===== config.mk =====
export PLATFORM = sky130hd
export DESIGN_NAME = ppl_lane_ctrl
export DESIGN_NICKNAME = d
export VERILOG_FILES = /design/src/core/ppl_pkg.sv /design/src/core/ppl_lane_ctrl.sv
export SDC_FILE = /design/constraint.sdc
export NUM_CORES = 1
export LEC_CHECK = 0
export ABC_AREA = 1
export BUFFER_PORTS_ARGS = -buffer_cell sky130_fd_sc_hd__buf_2
export CAP_MARGIN = 10
export CORE_AREA = 4 4 240 242
export DETAILED_ROUTE_END_ITERATION = 10
export DIE_AREA = 0 0 244 246
export PLACE_DENSITY = 0.3
export SYNTH_ARGS = -nofsm -noshare
export SYNTH_HDL_FRONTEND = slang
export SYNTH_SLANG_ARGS = --single-unit

===== constraint.sdc =====
create_clock -name clk_i -period 5.6 [get_ports clk_i]
set_input_delay 0.56 -clock clk_i [delete_from_list [all_inputs] [get_ports clk_i]]
set_output_delay 0.56 -clock clk_i [all_outputs]
set_load 0.05 [all_outputs]

===== src/core/ppl_pkg.sv =====
// Package of constants and types for the per-lane PIPE MAC interface
package ppl_pkg;

  // ****************************************************************
  // Rate and power encodings
  // ****************************************************************
  localparam logic [1:0] RATE_GEN1 = 2'h0;
  localparam logic [1:0] RATE_GEN2 = 2'h1;
  localparam logic [1:0] RATE_GEN3 = 2'h2;
  localparam logic [1:0] PWR_P0 = 2'h0;
  localparam logic [1:0] PWR_P0S = 2'h1;
  localparam logic [1:0] PWR_P1 = 2'h2;
  localparam logic [1:0] PWR_P2 = 2'h3;

  // ****************************************************************
  // Idle inference select encodings
  // ****************************************************************
  localparam logic [2:0] IIS_NONE = 3'h0;
  localparam logic [2:0] IIS_COM_SKP = 3'h4;
  localparam logic [2:0] IIS_TS = 3'h5;
  localparam logic [2:0] IIS_EIEXIT_UI = 3'h6;
  localparam logic [2:0] IIS_EIEXIT_US = 3'h7;

  // ****************************************************************
  // Field layout and widths
  // ****************************************************************
  localparam int COEF_W = 18;
  localparam int PRE_LSB = 0;
  localparam int MAIN_LSB = 6;
  localparam int POST_LSB = 12;
  localparam int CUR_W = 6;
  localparam int PRESET_W = 3;
  localparam int DW_GEN12 = 8;
  localparam int DW_GEN3 = 32;
  localparam int RX_W = 32;
  localparam int K_W = 4;
  localparam int LANES_MAX = 8;

  // ****************************************************************
  // Memory-mapped register map (word offsets as byte addresses)
  // ****************************************************************
  localparam logic [7:0] REG_CTRL = 8'h00;
  localparam logic [7:0] REG_COEF = 8'h04;
  localparam logic [7:0] REG_PRESET = 8'h08;
  localparam logic [7:0] REG_STATUS = 8'h0c;
  localparam logic [31:0] UNMAPPED_RD = 32'h0;

  // CTRL fields
  localparam int C_PWR_LSB = 0;
  localparam int C_RATE_LSB = 2;
  localparam int C_IIS_LSB = 4;
  localparam int C_INV_LSB = 8;
  localparam int C_GO_BIT = 31;

  // Reset values
  localparam logic [1:0] RST_PWR = PWR_P1;
  localparam logic [1:0] RST_RATE = RATE_GEN1;
  localparam logic [2:0] RST_IIS = IIS_NONE;

  typedef enum logic [1:0] {ST_IDLE, ST_WAIT} ppl_req_t;

endpackage : ppl_pkg


===== src/core/ppl_lane_ctrl.sv =====
// PIPE MAC-side per-lane control with a memory-mapped register slave
// Operation
// - Data path is 8 bits at gen1/gen2, 32 bits at gen3.
// - Every lane-zero signal except the invert request is replicated for lanes one to seven; invert is set per lane.
// - 18-bit coefficient word: pre [5:0], main [11:6], post [17:12].
// - Current receiver preset driven on a 3-bit per-lane output.
// - Idle inference select top bit zero when no inference needed.
// - Select 100: no COM/SKP within 128 us at gen1/gen2.
// - Select 101: no TS1/TS2 within 1280 UI at gen1/gen2.
// - Select 110: no idle exit in 2000 UI gen1, 16000 UI gen2.
// - Select 111: no idle exit within 128 us at gen1.
// - Power state request is a 2-bit per-lane field.
// - Rate select 00/01/10; value 11 is never driven.
// - Invert request makes PHY invert polarity into its decoder.
// - Interface is for simulation and debug only, not hardware.
// - Gen3 equalization phases 2 and 3 are done when directed; this block has no phase control and the PHY model skips them.
`timescale 1ns/1ns
`default_nettype none

module ppl_lane_ctrl #(
  parameter int LANES = ppl_pkg::LANES_MAX
) (
  input wire logic clk_i,
  input wire logic rst_i,
  input wire logic [7:0] avm_address_i,
  input wire logic avm_read_i,
  input wire logic avm_write_i,
  input wire logic [31:0] avm_writedata_i,
  input wire logic [3:0] avm_byteenable_i,
  output logic [31:0] avm_readdata_o,
  output logic avm_waitrequest_o,
  output logic [LANES*ppl_pkg::COEF_W-1:0] tx_equalizer_coefficients_o,
  output logic [LANES*ppl_pkg::PRESET_W-1:0] active_receiver_preset_o,
  output logic [LANES*3-1:0] idle_inference_select_o,
  output logic [LANES*2-1:0] power_state_request_o,
  output logic [1:0] rate_o,
  output logic [LANES-1:0] receive_invert_request_o,
  output logic [5:0] data_width_o,
  input wire logic [LANES-1:0] phy_request_done_i,
  input wire logic [LANES-1:0] receive_block_start_i,
  input wire logic [LANES*ppl_pkg::RX_W-1:0] lane_receive_bus_i,
  input wire logic [LANES*ppl_pkg::K_W-1:0] receive_control_byte_flags_i,
  input wire logic [LANES-1:0] receive_idle_detected_i
);

  // ****************************************************************
  // Helper functions
  // ****************************************************************
  // Reserved rate code folds back to gen1 so 11 never reaches the pins
  function automatic logic [1:0] legal_rate(input logic [1:0] r);
    legal_rate = (r == 2'h3) ? ppl_pkg::RATE_GEN1 : r;
  endfunction : legal_rate

  // Data width for a given rate
  function automatic logic [5:0] width_of(input logic [1:0] r);
    width_of = (r == ppl_pkg::RATE_GEN3) ? 6'(ppl_pkg::DW_GEN3)
      : 6'(ppl_pkg::DW_GEN12);
  endfunction : width_of

  // ****************************************************************
  // Register state
  // ****************************************************************
  // Sim/debug only path, no serializer model behind it
  logic [1:0] pwr_req, next_pwr_req;
  logic [1:0] rate_req, next_rate_req;
  logic [2:0] iis, next_iis;
  logic [LANES-1:0] inv, next_inv;
  logic [ppl_pkg::COEF_W-1:0] coef, next_coef;
  logic [ppl_pkg::PRESET_W-1:0] preset, next_preset;
  logic [31:0] rdata, next_rdata;
  logic wait_q, next_wait_q;
  ppl_pkg::ppl_req_t st, next_st;
  logic [LANES-1:0] done_seen, next_done_seen;
  logic busy_wr;

  // Any CTRL write, with or without GO, while a request is pending is held off
  assign busy_wr = (st == ppl_pkg::ST_WAIT) && avm_write_i &&
    (avm_address_i == ppl_pkg::REG_CTRL);

  // Bus slave: one wait cycle, then answer
  always_comb
  begin
    next_pwr_req = pwr_req;
    next_rate_req = rate_req;
    next_iis = iis;
    next_inv = inv;
    next_coef = coef;
    next_preset = preset;
    next_rdata = rdata;
    next_wait_q = 1'b1;
    if ((avm_read_i || avm_write_i) && wait_q && !busy_wr)
      next_wait_q = 1'b0;
    if (avm_write_i && !wait_q)
    begin
      unique case (avm_address_i)
        ppl_pkg::REG_CTRL:
        begin
          next_pwr_req = avm_writedata_i[ppl_pkg::C_PWR_LSB +: 2];
          next_rate_req =
            legal_rate(avm_writedata_i[ppl_pkg::C_RATE_LSB +: 2]);
          next_iis = avm_writedata_i[ppl_pkg::C_IIS_LSB +: 3];
          next_inv = avm_writedata_i[ppl_pkg::C_INV_LSB +: LANES];
        end
        ppl_pkg::REG_COEF:
          next_coef = avm_writedata_i[ppl_pkg::COEF_W-1:0];
        ppl_pkg::REG_PRESET:
          next_preset = avm_writedata_i[ppl_pkg::PRESET_W-1:0];
        default:
          next_rdata = rdata;
      endcase
    end
    if (avm_read_i && wait_q)
    begin
      unique case (avm_address_i)
        ppl_pkg::REG_CTRL:
        begin
          next_rdata = 32'h0;
          next_rdata[ppl_pkg::C_PWR_LSB +: 2] = pwr_req;
          next_rdata[ppl_pkg::C_RATE_LSB +: 2] = rate_req;
          next_rdata[ppl_pkg::C_IIS_LSB +: 3] = iis;
          next_rdata[ppl_pkg::C_INV_LSB +: LANES] = inv;
        end
        ppl_pkg::REG_COEF:
          next_rdata = 32'(coef);
        ppl_pkg::REG_PRESET:
          next_rdata = 32'(preset);
        ppl_pkg::REG_STATUS:
        begin
          next_rdata = 32'h0;
          next_rdata[LANES-1:0] = receive_idle_detected_i;
          next_rdata[8 +: LANES] = done_seen;
          next_rdata[16] = (st == ppl_pkg::ST_WAIT);
        end
        default:
          next_rdata = ppl_pkg::UNMAPPED_RD;
      endcase
    end
  end

  // Register bank
  always_ff @(posedge clk_i or posedge rst_i)
  begin
    if (rst_i)
    begin
      pwr_req <= ppl_pkg::RST_PWR;
      rate_req <= ppl_pkg::RST_RATE;
      iis <= ppl_pkg::RST_IIS;
      inv <= '0;
      coef <= '0;
      preset <= '0;
      rdata <= 32'h0;
      wait_q <= 1'b1;
    end
    else
    begin
      pwr_req <= next_pwr_req;
      rate_req <= next_rate_req;
      iis <= next_iis;
      inv <= next_inv;
      coef <= next_coef;
      preset <= next_preset;
      rdata <= next_rdata;
      wait_q <= next_wait_q;
    end
  end

  // ****************************************************************
  // Request handshake: hold until every lane reports done
  // ****************************************************************
  logic ctrl_commit;
  assign ctrl_commit = avm_write_i && !wait_q &&
    (avm_address_i == ppl_pkg::REG_CTRL) &&
    avm_writedata_i[ppl_pkg::C_GO_BIT];

  always_comb
  begin
    next_st = st;
    next_done_seen = done_seen;
    unique case (st)
      ppl_pkg::ST_IDLE:
        if (ctrl_commit)
        begin
          next_st = ppl_pkg::ST_WAIT;
          next_done_seen = '0;
        end
      ppl_pkg::ST_WAIT:
      begin
        next_done_seen = done_seen | phy_request_done_i;
        if (&next_done_seen)
          next_st = ppl_pkg::ST_IDLE;
      end
      default:
        next_st = ppl_pkg::ST_IDLE;
    endcase
  end

  always_ff @(posedge clk_i or posedge rst_i)
  begin
    if (rst_i)
    begin
      st <= ppl_pkg::ST_IDLE;
      done_seen <= '0;
    end
    else
    begin
      st <= next_st;
      done_seen <= next_done_seen;
    end
  end

  // ****************************************************************
  // Per-lane outputs, lane zero replicated across lanes except invert, which is set per lane
  // ****************************************************************
  logic [LANES*ppl_pkg::COEF_W-1:0] next_coef_o;
  logic [LANES*ppl_pkg::PRESET_W-1:0] next_preset_o;
  logic [LANES*3-1:0] next_iis_o;
  logic [LANES*2-1:0] next_pwr_o;
  logic [1:0] next_rate_o;

  // Lane fan-out of shared settings
  always_comb
  begin
    for (int l = 0; l < LANES; l++)
    begin
      next_coef_o[l*ppl_pkg::COEF_W +: ppl_pkg::COEF_W] = coef;
      next_preset_o[l*ppl_pkg::PRESET_W +: ppl_pkg::PRESET_W] = preset;
      next_iis_o[l*3 +: 3] = iis;
      // The value being written goes out, not the one it replaces
      next_pwr_o[l*2 +: 2] = tx_hold(st, next_pwr_req,
        power_state_request_o[l*2 +: 2]);
    end
    next_rate_o = tx_hold(st, next_rate_req, rate_o);
  end

  // Power and rate pins change only once a request has been launched
  function automatic logic [1:0] tx_hold(input ppl_pkg::ppl_req_t s,
    input logic [1:0] want, input logic [1:0] cur);
    tx_hold = (s == ppl_pkg::ST_IDLE && ctrl_commit) ? want : cur;
  endfunction : tx_hold

  // Output registers
  always_ff @(posedge clk_i or posedge rst_i)
  begin
    if (rst_i)
    begin
      tx_equalizer_coefficients_o <= '0;
      active_receiver_preset_o <= '0;
      idle_inference_select_o <= '0;
      power_state_request_o <= {LANES{ppl_pkg::RST_PWR}};
      rate_o <= ppl_pkg::RST_RATE;
      receive_invert_request_o <= '0;
      data_width_o <= 6'(ppl_pkg::DW_GEN12);
    end
    else
    begin
      tx_equalizer_coefficients_o <= next_coef_o;
      active_receiver_preset_o <= next_preset_o;
      idle_inference_select_o <= next_iis_o;
      power_state_request_o <= next_pwr_o;
      rate_o <= next_rate_o;
      receive_invert_request_o <= inv;
      data_width_o <= width_of(next_rate_o);
    end
  end

  assign avm_readdata_o = rdata;
  assign avm_waitrequest_o = wait_q;
endmodule : ppl_lane_ctrl

`default_nettype wire


=== After elaboration in Yosys (flattened, before gate mapping) ===
Cells that the tools add are included.

* Input bits: 360
* Word-level logic and storage cells: 61
* Output and inout port bits: 257
* Register bits after elaboration: 303

* Mux-type cells: 14
* Reduce and logical (&&, ||, !) cells: 21
* Bitwise gates (word level): 1
* Eq/ne operators: 8

{| class="wikitable"
|+ Operators with widths
! operator !! number
|-
| one-hot mux 18 bit (4 select lines) || 1
|-
| == test 8 x 4 -> 1 bit, second input constant || 2
|-
| two-way mux 2 bit || 8
|-
| one-hot mux 8 bit (2 select lines) || 1
|-
| AND reduction 2 bit || 5
|-
| logical AND 1 bit || 9
|-
| == test 8 x 3 -> 1 bit, second input constant || 1
|-
| zero test 8 bit || 1
|-
| two-way mux 8 bit || 1
|-
| OR 8 bit || 1
|-
| AND reduction 8 bit || 1
|-
| two-way mux 6 bit || 1
|-
| == test 2 bit, second input constant || 2
|-
| one-hot mux 2 bit (2 select lines) || 1
|-
| == test 2 x 1 -> 1 bit, second input constant || 1
|-
| zero test 1 bit || 2
|-
| zero test 2 bit || 1
|-
| != test 2 x 1 -> 1 bit, second input constant || 1
|-
| != test 2 bit, second input constant || 1
|-
| nonzero test 2 bit || 1
|-
| logical OR 1 bit || 1
|-
| two-way mux 1 bit || 1
|}

=== Longest topological paths before layout ===
Gate-level depths: netlist of the first run.

* Depth in word-level cells: 8
* Gate-level depth with buffers: 9
* Mapped depth without buffers: 9

=== Worst setup path before layout of the first run ===
No wires, ideal clock.

* Path kind: register -> output
* From: register, netlist name power_state_request_o[14]
* To: output port power_state_request_o[10]
* Stages on the path, launching flop included: 2
* Arrival: 1.014 ns
* Path slack: 4.026 ns
* Buffers on the path: 1
* Cell sequence: dfrtp_1 buf_4

{| class="wikitable"
|+ RTL lines
! element !! line !! text
|-
| to (decl) || ppl_lane_ctrl.sv:35 || <nowiki>output logic [LANES*2-1:0] power_state_request_o,</nowiki>
|}

=== Worst setup path in the final report of the first run ===
* From: input port avm_address_i[7]
* To: register power_state_request_o[14]

{| class="wikitable"
|+ RTL lines
! element !! line !! text
|-
| from (decl) || ppl_lane_ctrl.sv:25 || <nowiki>input wire logic [7:0] avm_address_i,</nowiki>
|-
| zero test 8 bit || ppl_lane_ctrl.sv:95 || <nowiki>unique case (avm_address_i)</nowiki>
|-
| two-way mux 2 bit || ppl_lane_ctrl.sv:95 ||
|-
| two-way mux 2 bit || ppl_lane_ctrl.sv:93 || <nowiki>if (avm_write_i && !wait_q)</nowiki>
|-
| net next_pwr_req[0] || ppl_lane_ctrl.sv:64 || <nowiki>logic [1:0] pwr_req, next_pwr_req;</nowiki>
|-
| to (signal assigned) || ppl_lane_ctrl.sv:249 || <nowiki>power_state_request_o <= {LANES{ppl_pkg::RST_PWR}};</nowiki>
|-
| to (signal assigned) || ppl_lane_ctrl.sv:259 || <nowiki>power_state_request_o <= next_pwr_o;</nowiki>
|}

The timed path passes the listed nets, and every way through them passes these cells.
A chain may end at the register's enable or synchronous reset.

==> metrics.yaml, run 1 <==
route:
  wire_per_inst_um: 13.6
  avgViaCountPerCell: 2.74
  vias: 4024
  drt_iter0_markers: 154
  drtPass1Iterations: 4
  drtAntennaViolNets: 0
  drc: 0
  drt-total-wl_mm: 19.9
power:
  sw_frac_of_total_pct: 35.1
  ir_drop_mv: 0.145
  power.leakage_nw: 3.71
  total_power_w: 0.00172
  p_comb_share_pct: 17.5
  p_int_w: 0.00111
  power.density_mw_per_mm2: 257
  pwr-share-clk_pct: 37.5
  p_switching_w: 0.000602
  seqPwrFrac_pct: 45.1
critical_path:
  cp.arrival_ns: 2.62
  crit_fanout: 28
  endpoint_kind: "register"
  worstPathRequired_ns: 5.93
  path_class: "in2reg"
  start_kind: "primary input"
synthesis:
  synthesis.area_sq_mm: 0.00553
  synth_xor_area_share_pct: 0
  synth_cells: 609
  muxShareOfSynthArea_pct: 0
  synth_async_sr_flop_share_pct: 100
  synth_area_leaders: "dfrtp_1 44%, buf_4 27%, nand2_1 8.6%, nand3_1 3.4%, inv_1 2.4%"
  synth_enable_flop_cells: 0
  syn_avg_cell_area_sq_um: 9.08
  seq_area_frac_synth_pct: 46.3
  synth_top_area_cell: "dfrtp_1"
  synth_adder_area_share_pct: 0
  synth_compound_area_share_pct: 6.38
  synth_top_family_by_area: "buffers and inverters"
  synth_seq_cells: 102
  ys_types: 30
  yosysMostFrequentCell: "buf_4"
  synthTopCellsByCount: "201 x buf_4, 126 x nand2_1, 98 x dfrtp_1, 38 x nand3_1, 35 x inv_1"
  ys.flop_type: "dfrtp_1"
  synth_top_area_share_pct: 44.4
  yosys_warnings: 0
  synthSimpleGateAreaFrac_pct: 16.0
placement:
  dp.cells: 1451
  port_buffers: 285
  place_hpwl_mm: 14.8
  gp_congestion: 0.627
timing:
  finalMaxSlewViolations: 0
  period_minus_slack_ns: 2.28
  holdWs_ns: 0.342
  worst_slew_pin_slew_ns: 0.941
  timing.final.hold_violations: 0
  relSlewSlack_pct: 36.8
  fin_skew_ns: 0.0113
  fmaxAchievable_mhz: 438
  finalCritPeriodShare_pct: 40.8
  setup_violations: 0
  setup_tns_ns: 0
  grt_setup_unrepaired: "no"
min_path:
  hp-class: "in2async"
cells_and_area:
  fillCellCount: 6394
  layout-drive-gt1-share_pct: 46.6
  final_util_pct: 12.1
  final-instance-count-excl-fill: 1467
  area_growth_pct: 21.0
  nNetsFinal: 1074
  diodes: 0
flow_run:
  maxCapViolCount: 0
clocking:
  htree_num_levels: 3
  cts-buffers-inserted: 9
  clk_pin_slew_ns: 0.08
  post-cts-setup-buffers: 0
  cts.sinks: 102
  max-clock-path-buffers: 2
  clockRootBuffer: "clkbuf_16"
  insertion_delay_ns: 0.38
  cts_tree: "built"
  cts_resized: 0
  holdBufCountCts: 0
floorplan:
  start_util_pct: 10.0
  fp.dieW_um: 244
  core-area_sq_mm: 0.0551
  die-area_sq_mm: 0.0600
  num_rows: 86
  fp.dieH_um: 246
  io_pins: 617
global_route:
  grt_pass1_vias: 3722
  grt_pass1_wl_mm: 27.2
  grt_max_degree: 62
  antenna_found_initial: 3
  grt_usage_pct: 6.49
  grt-ovfl-total: 0
run_status:
  outcome: "finished, final reports clean"
==> metrics by stage <==
stage | instance area (sq um) | setup WS [ns]
after floorplan | 5590 | 2.37
after global placement | 6410 | 2.72
after detailed placement | 6410 | 2.75
after CTS | 6690 | 3.14
after global routing | 6690 | 3.08
final | 6690 | 3.32
==> cell usage in the layout, fill, tap and decap left out, types with 2 or more instances in the layout <==
cell type	n
buf_2	285
nand2_1	126
dfrtp_1	98
nand3_1	38
inv_1	34
o21ai_0	20
conb_1	18
nor2_1	17
o21ai_2	9
clkbuf_16	9
o211ai_1	8
o21ai_1	8
o22ai_1	7
buf_4	5
nand2_2	4
dfstp_2	4
nand4_1	3
nor2_4	2
clkinv_1	2
nor2_2	2
or2_2	2
a21oi_2	2
nor3_1	2
inv_6	2
clkinv_4	2
==> sequential cells by signal (all words and copies together) (netlist names), 8 cells and up, named ones only <==
signal                       cells
coef                            18
tx_equalizer_coefficients_o     18
inv                              8
avm_readdata_o                  18
receive_invert_request_o         8
done_seen                        8
==> layout make-up <==
class                      count  area (sq um)  share of cell area (%)
clock buffer                  10           229                    3.42
clock inverter                 6          53.8                   0.804
inverter                      38           145                    2.17
multi-input combinational    273          1300                    19.5
sequential                   102          2560                    38.2
tap                          748           936                    14.0
timing repair buffer         290          1460                    21.9
==> critical path, cell delays in order <==
cell and delay (ns):
buf_2 0.09, nor2_1 0.09, nand2_1 0.16, nor2_2 0.14, buf_4 0.35, nand2_2 0.50, o21ai_0 0.51, nand2_1 0.12
nand2_1 0.08
==> path summary, 6_finish.rpt <==
check                           cells after the start  slack (ns)                         from                                    endpoint
max in group asynchronous                           3        4.14                        rst_i              avm_readdata_o[15]$_DFFE_PP0P_
worst min register to register                      0        0.38         coef[16]$_DFFE_PP0P_  tx_equalizer_coefficients_o[142]$_DFF_PP0_
min in group clk_i                                  2        0.34                   avm_read_i                 avm_waitrequest_o$_DFF_PP1_
worst min-delay path                                2        0.34                        rst_i  tx_equalizer_coefficients_o[138]$_DFF_PP0_
worst max-delay path                                9        3.32             avm_address_i[7]       power_state_request_o[14]$_DFFE_PP0N_
worst max register to register                      5        3.36  avm_waitrequest_o$_DFF_PP1_               avm_readdata_o[1]$_DFFE_PP0P_
==> kinds of logic (layout without fill, tap and decap cells) <==
kind of cell | after synthesis | in the layout
other | 1 | 18
flip-flops | 102 | 102
AO/OA/AOI/OAI | 56 | 56
buffers and inverters | 251 | 344
AND/OR/NAND/NOR | 199 | 199
==> power groups by stage <==
stage / sequential (W) / clock (W) / combinational [W]
floorplan: 0.000812 / 0 / 0.000242
detailed placement: 0.000789 / 0 / 0.000307
global placement: 0.000788 / 0 / 0.000309
finish: 0.000773 / 0.000643 / 0.000300
CTS: 0.000775 / 0.000695 / 0.000307
global route: 0.000777 / 0.000713 / 0.000318
==> per-layer routing <==
metal / up-vias / GRT usage (%) / part of all wire [%]
li1: 1919 / - / -
met1: 1872 / 9.04 / 48
met2: 214 / 9.26 / 42
met3: 17 / 2.02 / 8.9
met4: 2 / 2.58 / 1.7
met5: - / 0 / 0.065
No activity file was read; power rests on OpenSTA's default activity.
==> inputs of run 2 (changes only) <==
Settings changed: CORE_AREA 4 4 240 242 to 4 4 239 241, DIE_AREA 0 0 244 246 to 0 0 243 245.
Clock period 5.6 ns to 2.1 ns, I/O delays scaled along.
==> metrics.yaml, run 2 (synthesis gave the netlist of run 1 again) <==
power:
  total_power_w: 0.00469  # +170%
  power.leakage_nw: 3.79  # +2.2%
  ir_drop_mv: 0.376  # +160%
  power.density_mw_per_mm2: 690  # +170%
cells_and_area:
  finalInstanceArea_sq_mm: 0.00680  # +1.7%
  final_cell_mix: "285 x buf_2, 126 x nand2_1, 98 x dfrtp_1, 38 x nand3_1, 34 x inv_1"
  mostFrequentLayoutCell: "buf_2"
  final_util_pct: 12.4  # +0.25 points
  layout-drive-gt1-share_pct: 47.3  # +0.68 points
  nNetsFinal: 1087  # +1.2%
  area_growth_pct: 23.0
placement:
  placed_cell_area_sq_mm: 0.00646  # +0.92%
  port_buffers: 285  # unchanged
  place_hpwl_mm: 16.1  # +8.4%
  gp_congestion: 0.690  # +10%
route:
  drt_iter0_markers: 135  # -12%
  wire_per_inst_um: 14.4  # +6.1%
  drtPass1Iterations: 4  # unchanged
  vias: 4031  # +0.17%
  drt-total-wl_mm: 20.7  # +4.0%
  avgViaCountPerCell: 2.80  # +2.2%
  drc: 0  # unchanged
  drtAntennaViolNets: 0  # unchanged
floorplan:
  fp.dieW_um: 243  # -0.41%
  io_pins: 617  # unchanged
  start_util_pct: 10.1  # +0.039 points
  core-area_sq_mm: 0.0549  # -0.39%
  num_rows: 86  # unchanged
  die-area_sq_mm: 0.0595  # -0.81%
  fp.dieH_um: 245  # -0.41%
run_status:
  outcome: "finished, final reports clean"
clocking:
  clk_pin_slew_ns: 0.07  # about the same
  cts-buffers-inserted: 9  # unchanged
  clockRootBuffer: "clkbuf_16"
  cts_tree: "built"
  cts.sinks: 102  # unchanged
  post-cts-setup-buffers: 0  # unchanged
  htree_num_levels: 3  # unchanged
  max-clock-path-buffers: 2  # unchanged
  insertion_delay_ns: 0.38  # about the same
timing:
  relSlewSlack_pct: 58.9  # +22 points
  setup_tns_ns: 0  # unchanged
  finalMaxSlewViolations: 0  # unchanged
  grt_setup_unrepaired: "no"
  finalCritPeriodShare_pct: 76.1
  setup_violations: 0  # unchanged
  fmaxAchievable_mhz: 626
  period_minus_slack_ns: 1.60
  fin_skew_ns: 0.0129  # +0.00159 ns
  timing.final.hold_violations: 0  # unchanged
  worst_slew_pin_slew_ns: 0.616  # -0.325 ns
  holdWs_ns: 0.0718  # -0.270 ns
critical_path:
  endpoint_kind: "register"
  cp.arrival_ns: 1.85  # -0.77 ns
  worstPathRequired_ns: 2.36  # -3.57 ns
  start_kind: "primary input"
  crit_fanout: 9  # -68%
  path_class: "in2reg"
global_route:
  grt_pass1_wl_mm: 28.3  # +4.1%
  grt_max_degree: 103  # +66%
  grt_pass1_vias: 3755  # +0.89%
  grt-ovfl-total: 0  # unchanged
  grt_usage_pct: 6.81  # +0.32 points
  antenna_found_initial: 5  # +2
flow_run:
  maxCapViolCount: 0  # unchanged
min_path:
  hp-class: "in2reg"
## run 2: cell types whose count changed in the layout (fill, tap and decap cells not counted), sizes merged
cell	previous run	this run
inv	39	38
dlygate4sd3	0	3
diode	0	2
clkinv	4	6
buf	290	300
clkbuf	10	9
## run 2: worst max-delay path: stages
cell and delay [ns]:
dlygate4sd3_1 0.55, buf_2 0.13, nand2_1 0.08, clkinv_1 0.41, buf_4 0.33, nand2_1 0.05
o21ai_0 0.08
## run 2: worst paths after layout
check / start / endpoint / slack, ns / depth (start not counted)
setup / recovery: avm_read_i / avm_readdata_o[17]$_DFFE_PP0P_ / 0.50 / 7
hold / removal: avm_writedata_i[17] / coef[17]$_DFFE_PP0P_ / 0.07 / 3
setup reg to reg: avm_waitrequest_o$_DFF_PP1_ / avm_readdata_o[17]$_DFFE_PP0P_ / 0.61 / 5
hold reg to reg: coef[7]$_DFFE_PP0P_ / tx_equalizer_coefficients_o[133]$_DFF_PP0_ / 0.38 / 0
max in group asynchronous: rst_i / avm_readdata_o[17]$_DFFE_PP0P_ / 1.09 / 4
min in group asynchronous: rst_i / tx_equalizer_coefficients_o[139]$_DFF_PP0_ / 0.52 / 4
## run 2: cell type report
class | count | area [sq um]
Tap cell | 704 | 881
Inverter | 38 | 146
Fill cell | 6303 | 48100
Antenna cell | 2 | 5.00
Timing Repair Buffer | 303 | 1610
Multi-Input combinational cell | 273 | 1300
Sequential cell | 102 | 2560
Clock inverter | 7 | 76.3
Clock buffer | 9 | 225
## run 2: what timing repair did
action	in CTS	in global routing
resized for setup	0	0
endpoints found under the hold margin	8	0
hold buffers	3	0
## run 2: layer usage
layer | up-vias | global-route usage, % | part of all wire [%]
met2 | 214 | 9.93 | 43
met4 | 2 | 2.04 | 1.4
met5 | - | 0 | 0.063
met3 | 20 | 2.25 | 8.6
met1 | 1847 | 9.52 | 47
li1 | 1948 | - | -
## run 2: per-stage QoR
step,setup WS [ns],std cells
2_1_floorplan,0.606,626
3_3_place_gp,0.328,1417
3_5_place_dp,0.315,1417
4_1_cts,0.464,1436
5_1_grt,0.394,1436
6_report,0.502,1438
## run 2: power by group
group          total (W)  switching [W]  internal (W)
clock            0.00181       0.000961      0.000845
combinational   0.000819       0.000668      0.000151
sequential       0.00207      0.0000543       0.00201
total            0.00469        0.00168       0.00301
==> inputs of run 3 (changes only) <==
Settings changed: CORE_AREA 4 4 239 241 to 4 4 240 242, DIE_AREA 0 0 243 245 to 0 0 244 246.
Clock period 2.1 ns to 1.3 ns, I/O delays scaled along.
==> metrics.yaml, run 3 (synthesis gave the netlist of run 1 again) <==
run_status:
  outcome: "finished with violations"
  violations: "setup timing"
route:
  wire_per_inst_um: 14.4  # about the same
  avgViaCountPerCell: 2.79  # -0.46%
  drt-total-wl_mm: 21.9  # +5.8%
  drt_iter0_markers: 165  # +22%
  drc: 0  # unchanged
  vias: 4247  # +5.4%
  drtAntennaViolNets: 0  # unchanged
  drtPass1Iterations: 4  # unchanged
clocking:
  cts.sinks: 102  # unchanged
  cts-buffers-inserted: 9  # unchanged
  htree_num_levels: 3  # unchanged
  insertion_delay_ns: 0.38  # about the same
  clk_pin_slew_ns: 0.08  # about the same
  cts_tree: "built"
  clockRootBuffer: "clkbuf_16"
  max-clock-path-buffers: 2  # unchanged
power:
  ir_drop_mv: 0.632  # +68%
  power.density_mw_per_mm2: 974  # +41%
  p_int_w: 0.00524  # +74%
  pwr-share-clk_pct: 37.2  # -1.3 points
  sw_frac_of_total_pct: 34.1  # -1.8 points
  seqPwrFrac_pct: 42.1  # -1.9 points
  p_comb_share_pct: 20.8  # +3.3 points
  power.leakage_nw: 4.16  # +9.6%
  p_switching_w: 0.00271  # +61%
placement:
  port_buffers: 285  # unchanged
  gp_congestion: 0.675  # -2.2%
  place_hpwl_mm: 16.2  # +1.1%
  placed_cell_area_sq_mm: 0.00680  # +5.2%
  pre_cts_ws_ns: -0.284  # -0.599 ns
  dp.cells: 1487  # +4.9%
floorplan:
  fp.dieW_um: 244  # +0.41%
  start_util_pct: 10.0  # -0.039 points
  num_rows: 86  # unchanged
  io_pins: 617  # unchanged
  core-area_sq_mm: 0.0551  # +0.39%
  fp.dieH_um: 246  # +0.41%
  die-area_sq_mm: 0.0600  # +0.82%
global_route:
  grt-ovfl-total: 0  # unchanged
  grt_pass1_wl_mm: 28.8  # +1.6%
  grt_usage_pct: 6.72  # -0.083 points
  antenna_found_initial: 8  # +3
  grt_pass1_vias: 3976  # +5.9%
  grt_max_degree: 43  # -58%
timing:
  fmaxAchievable_mhz: 716
  period_minus_slack_ns: 1.40
  setup_tns_ns: -1.91  # -1.91 ns
  finalCritPeriodShare_pct: 107
  timing.final.hold_violations: 0  # unchanged
  fin_ws_ns: -0.0972  # -0.599 ns
  fin_skew_ns: 0.00686  # -0.00603 ns
  finalMaxSlewViolations: 0  # unchanged
  setup_violations: 46  # +46
  grt_setup_unrepaired: "yes"
  holdWs_ns: 0.0367  # -0.0352 ns
critical_path:
  cp.arrival_ns: 1.70  # -0.15 ns
  crit_fanout: 5  # -4
  path_class: "reg2reg"
  endpoint_kind: "register"
  worstPathRequired_ns: 1.61  # -0.75 ns
  crit_top_cell: "buf_6"
  slowest_stage: "dfstp_4"
  cp_cell_sequence: "buf_6 -> buf_6 -> nand2_8 -> clkinv_8 -> buf_12 -> nand2_1 -> o21ai_1"
  start_kind: "register"
  crit_path_max_incr_delay_ns: 0.64  # +0.09 ns
cells_and_area:
  mostFrequentLayoutCell: "buf_2"
  layout-drive-gt1-share_pct: 59.1  # +12 points
  seq_area_sq_mm: 0.00259  # +1.2%
  finalInstanceArea_sq_mm: 0.00816  # +20%
  nNetsFinal: 1128  # +3.8%
  area_growth_pct: 47.6
  final-instance-count-excl-fill: 1522  # +5.8%
  multiInputGateArea_sq_mm: 0.00158  # +21%
  final_cell_mix: "140 x buf_2, 119 x buf_4, 88 x nand2_1, 76 x dfrtp_1, 40 x clkbuf_4"
  fillCellCount: 6277  # -0.41%
flow_run:
  maxCapViolCount: 0  # unchanged
min_path:
  hp-class: "in2reg"
## run 3: power groups by stage
stage / Sequential (W) / Combinational (W) / Clock (W)
detailed placement: 0.00340 / 0.00142 / 0
global placement: 0.00340 / 0.00143 / 0
floorplan: 0.00350 / 0.00105 / 0
global route: 0.00336 / 0.00174 / 0.00328
CTS: 0.00334 / 0.00152 / 0.00317
finish: 0.00334 / 0.00165 / 0.00295
## run 3: metrics by stage
step / power (W) / util [%]
finish: 0.00795 / 14.8
global route: 0.00839 / 14.8
CTS: 0.00804 / 13.8
detailed placement: 0.00482 / 12.3
global placement: 0.00482 / 12.3
floorplan: 0.00455 / -
## run 3: layer usage
| metal | GRT usage [%] | wire length [um] |
|---|---|---|
| met5 | 0 | 58 |
| met4 | 1.67 | 216 |
| met3 | 3.24 | 2170 |
| met2 | 9.74 | 9520 |
| met1 | 8.97 | 9910 |
## run 3: cell type report
cell class                      count  share of cell area (%)
Clock buffer                        9                    2.76
Clock inverter                      7                   0.951
Inverter                           38                    2.10
Multi-Input combinational cell    273                    19.3
Timing Repair Buffer              344                    31.6
Sequential cell                   102                    31.7
Tap cell                          748                    11.5
Antenna cell                        1                  0.0307
## run 3: path summary, 6_finish.rpt
check                                       startpoint                                         end  slack [ns]  cells past startpoint
max in group asynchronous                        rst_i                        pwr_req[1]$_DFF_PP1_        0.44                      4
max                        avm_waitrequest_o$_DFF_PP1_              avm_readdata_o[17]$_DFFE_PP0P_        -0.1                      7
min reg2reg                       coef[16]$_DFFE_PP0P_  tx_equalizer_coefficients_o[142]$_DFF_PP0_        0.38                      0
min in group asynchronous                        rst_i              avm_readdata_o[10]$_DFFE_PP0P_        0.28                      3
max reg2reg                avm_waitrequest_o$_DFF_PP1_              avm_readdata_o[17]$_DFFE_PP0P_        -0.1                      7
min                                 avm_writedata_i[4]                         coef[4]$_DFFE_PP0P_        0.04                      3
## run 3: timing repair
action,CTS,global route
pin swaps,8,18
hold buffers,10,0
setup endpoints to repair,123,238
gates resized for setup,136,177
cloned,0,5
hold endpoints to repair,19,0
setup buffers,3,1
## run 3: critical path, delay by kind of cell (launching register included)
family,cells,cell delay (ns)
flops,1,0.64
buf+inv,4,0.43
simple gates,2,0.14
compound gates,1,0.10
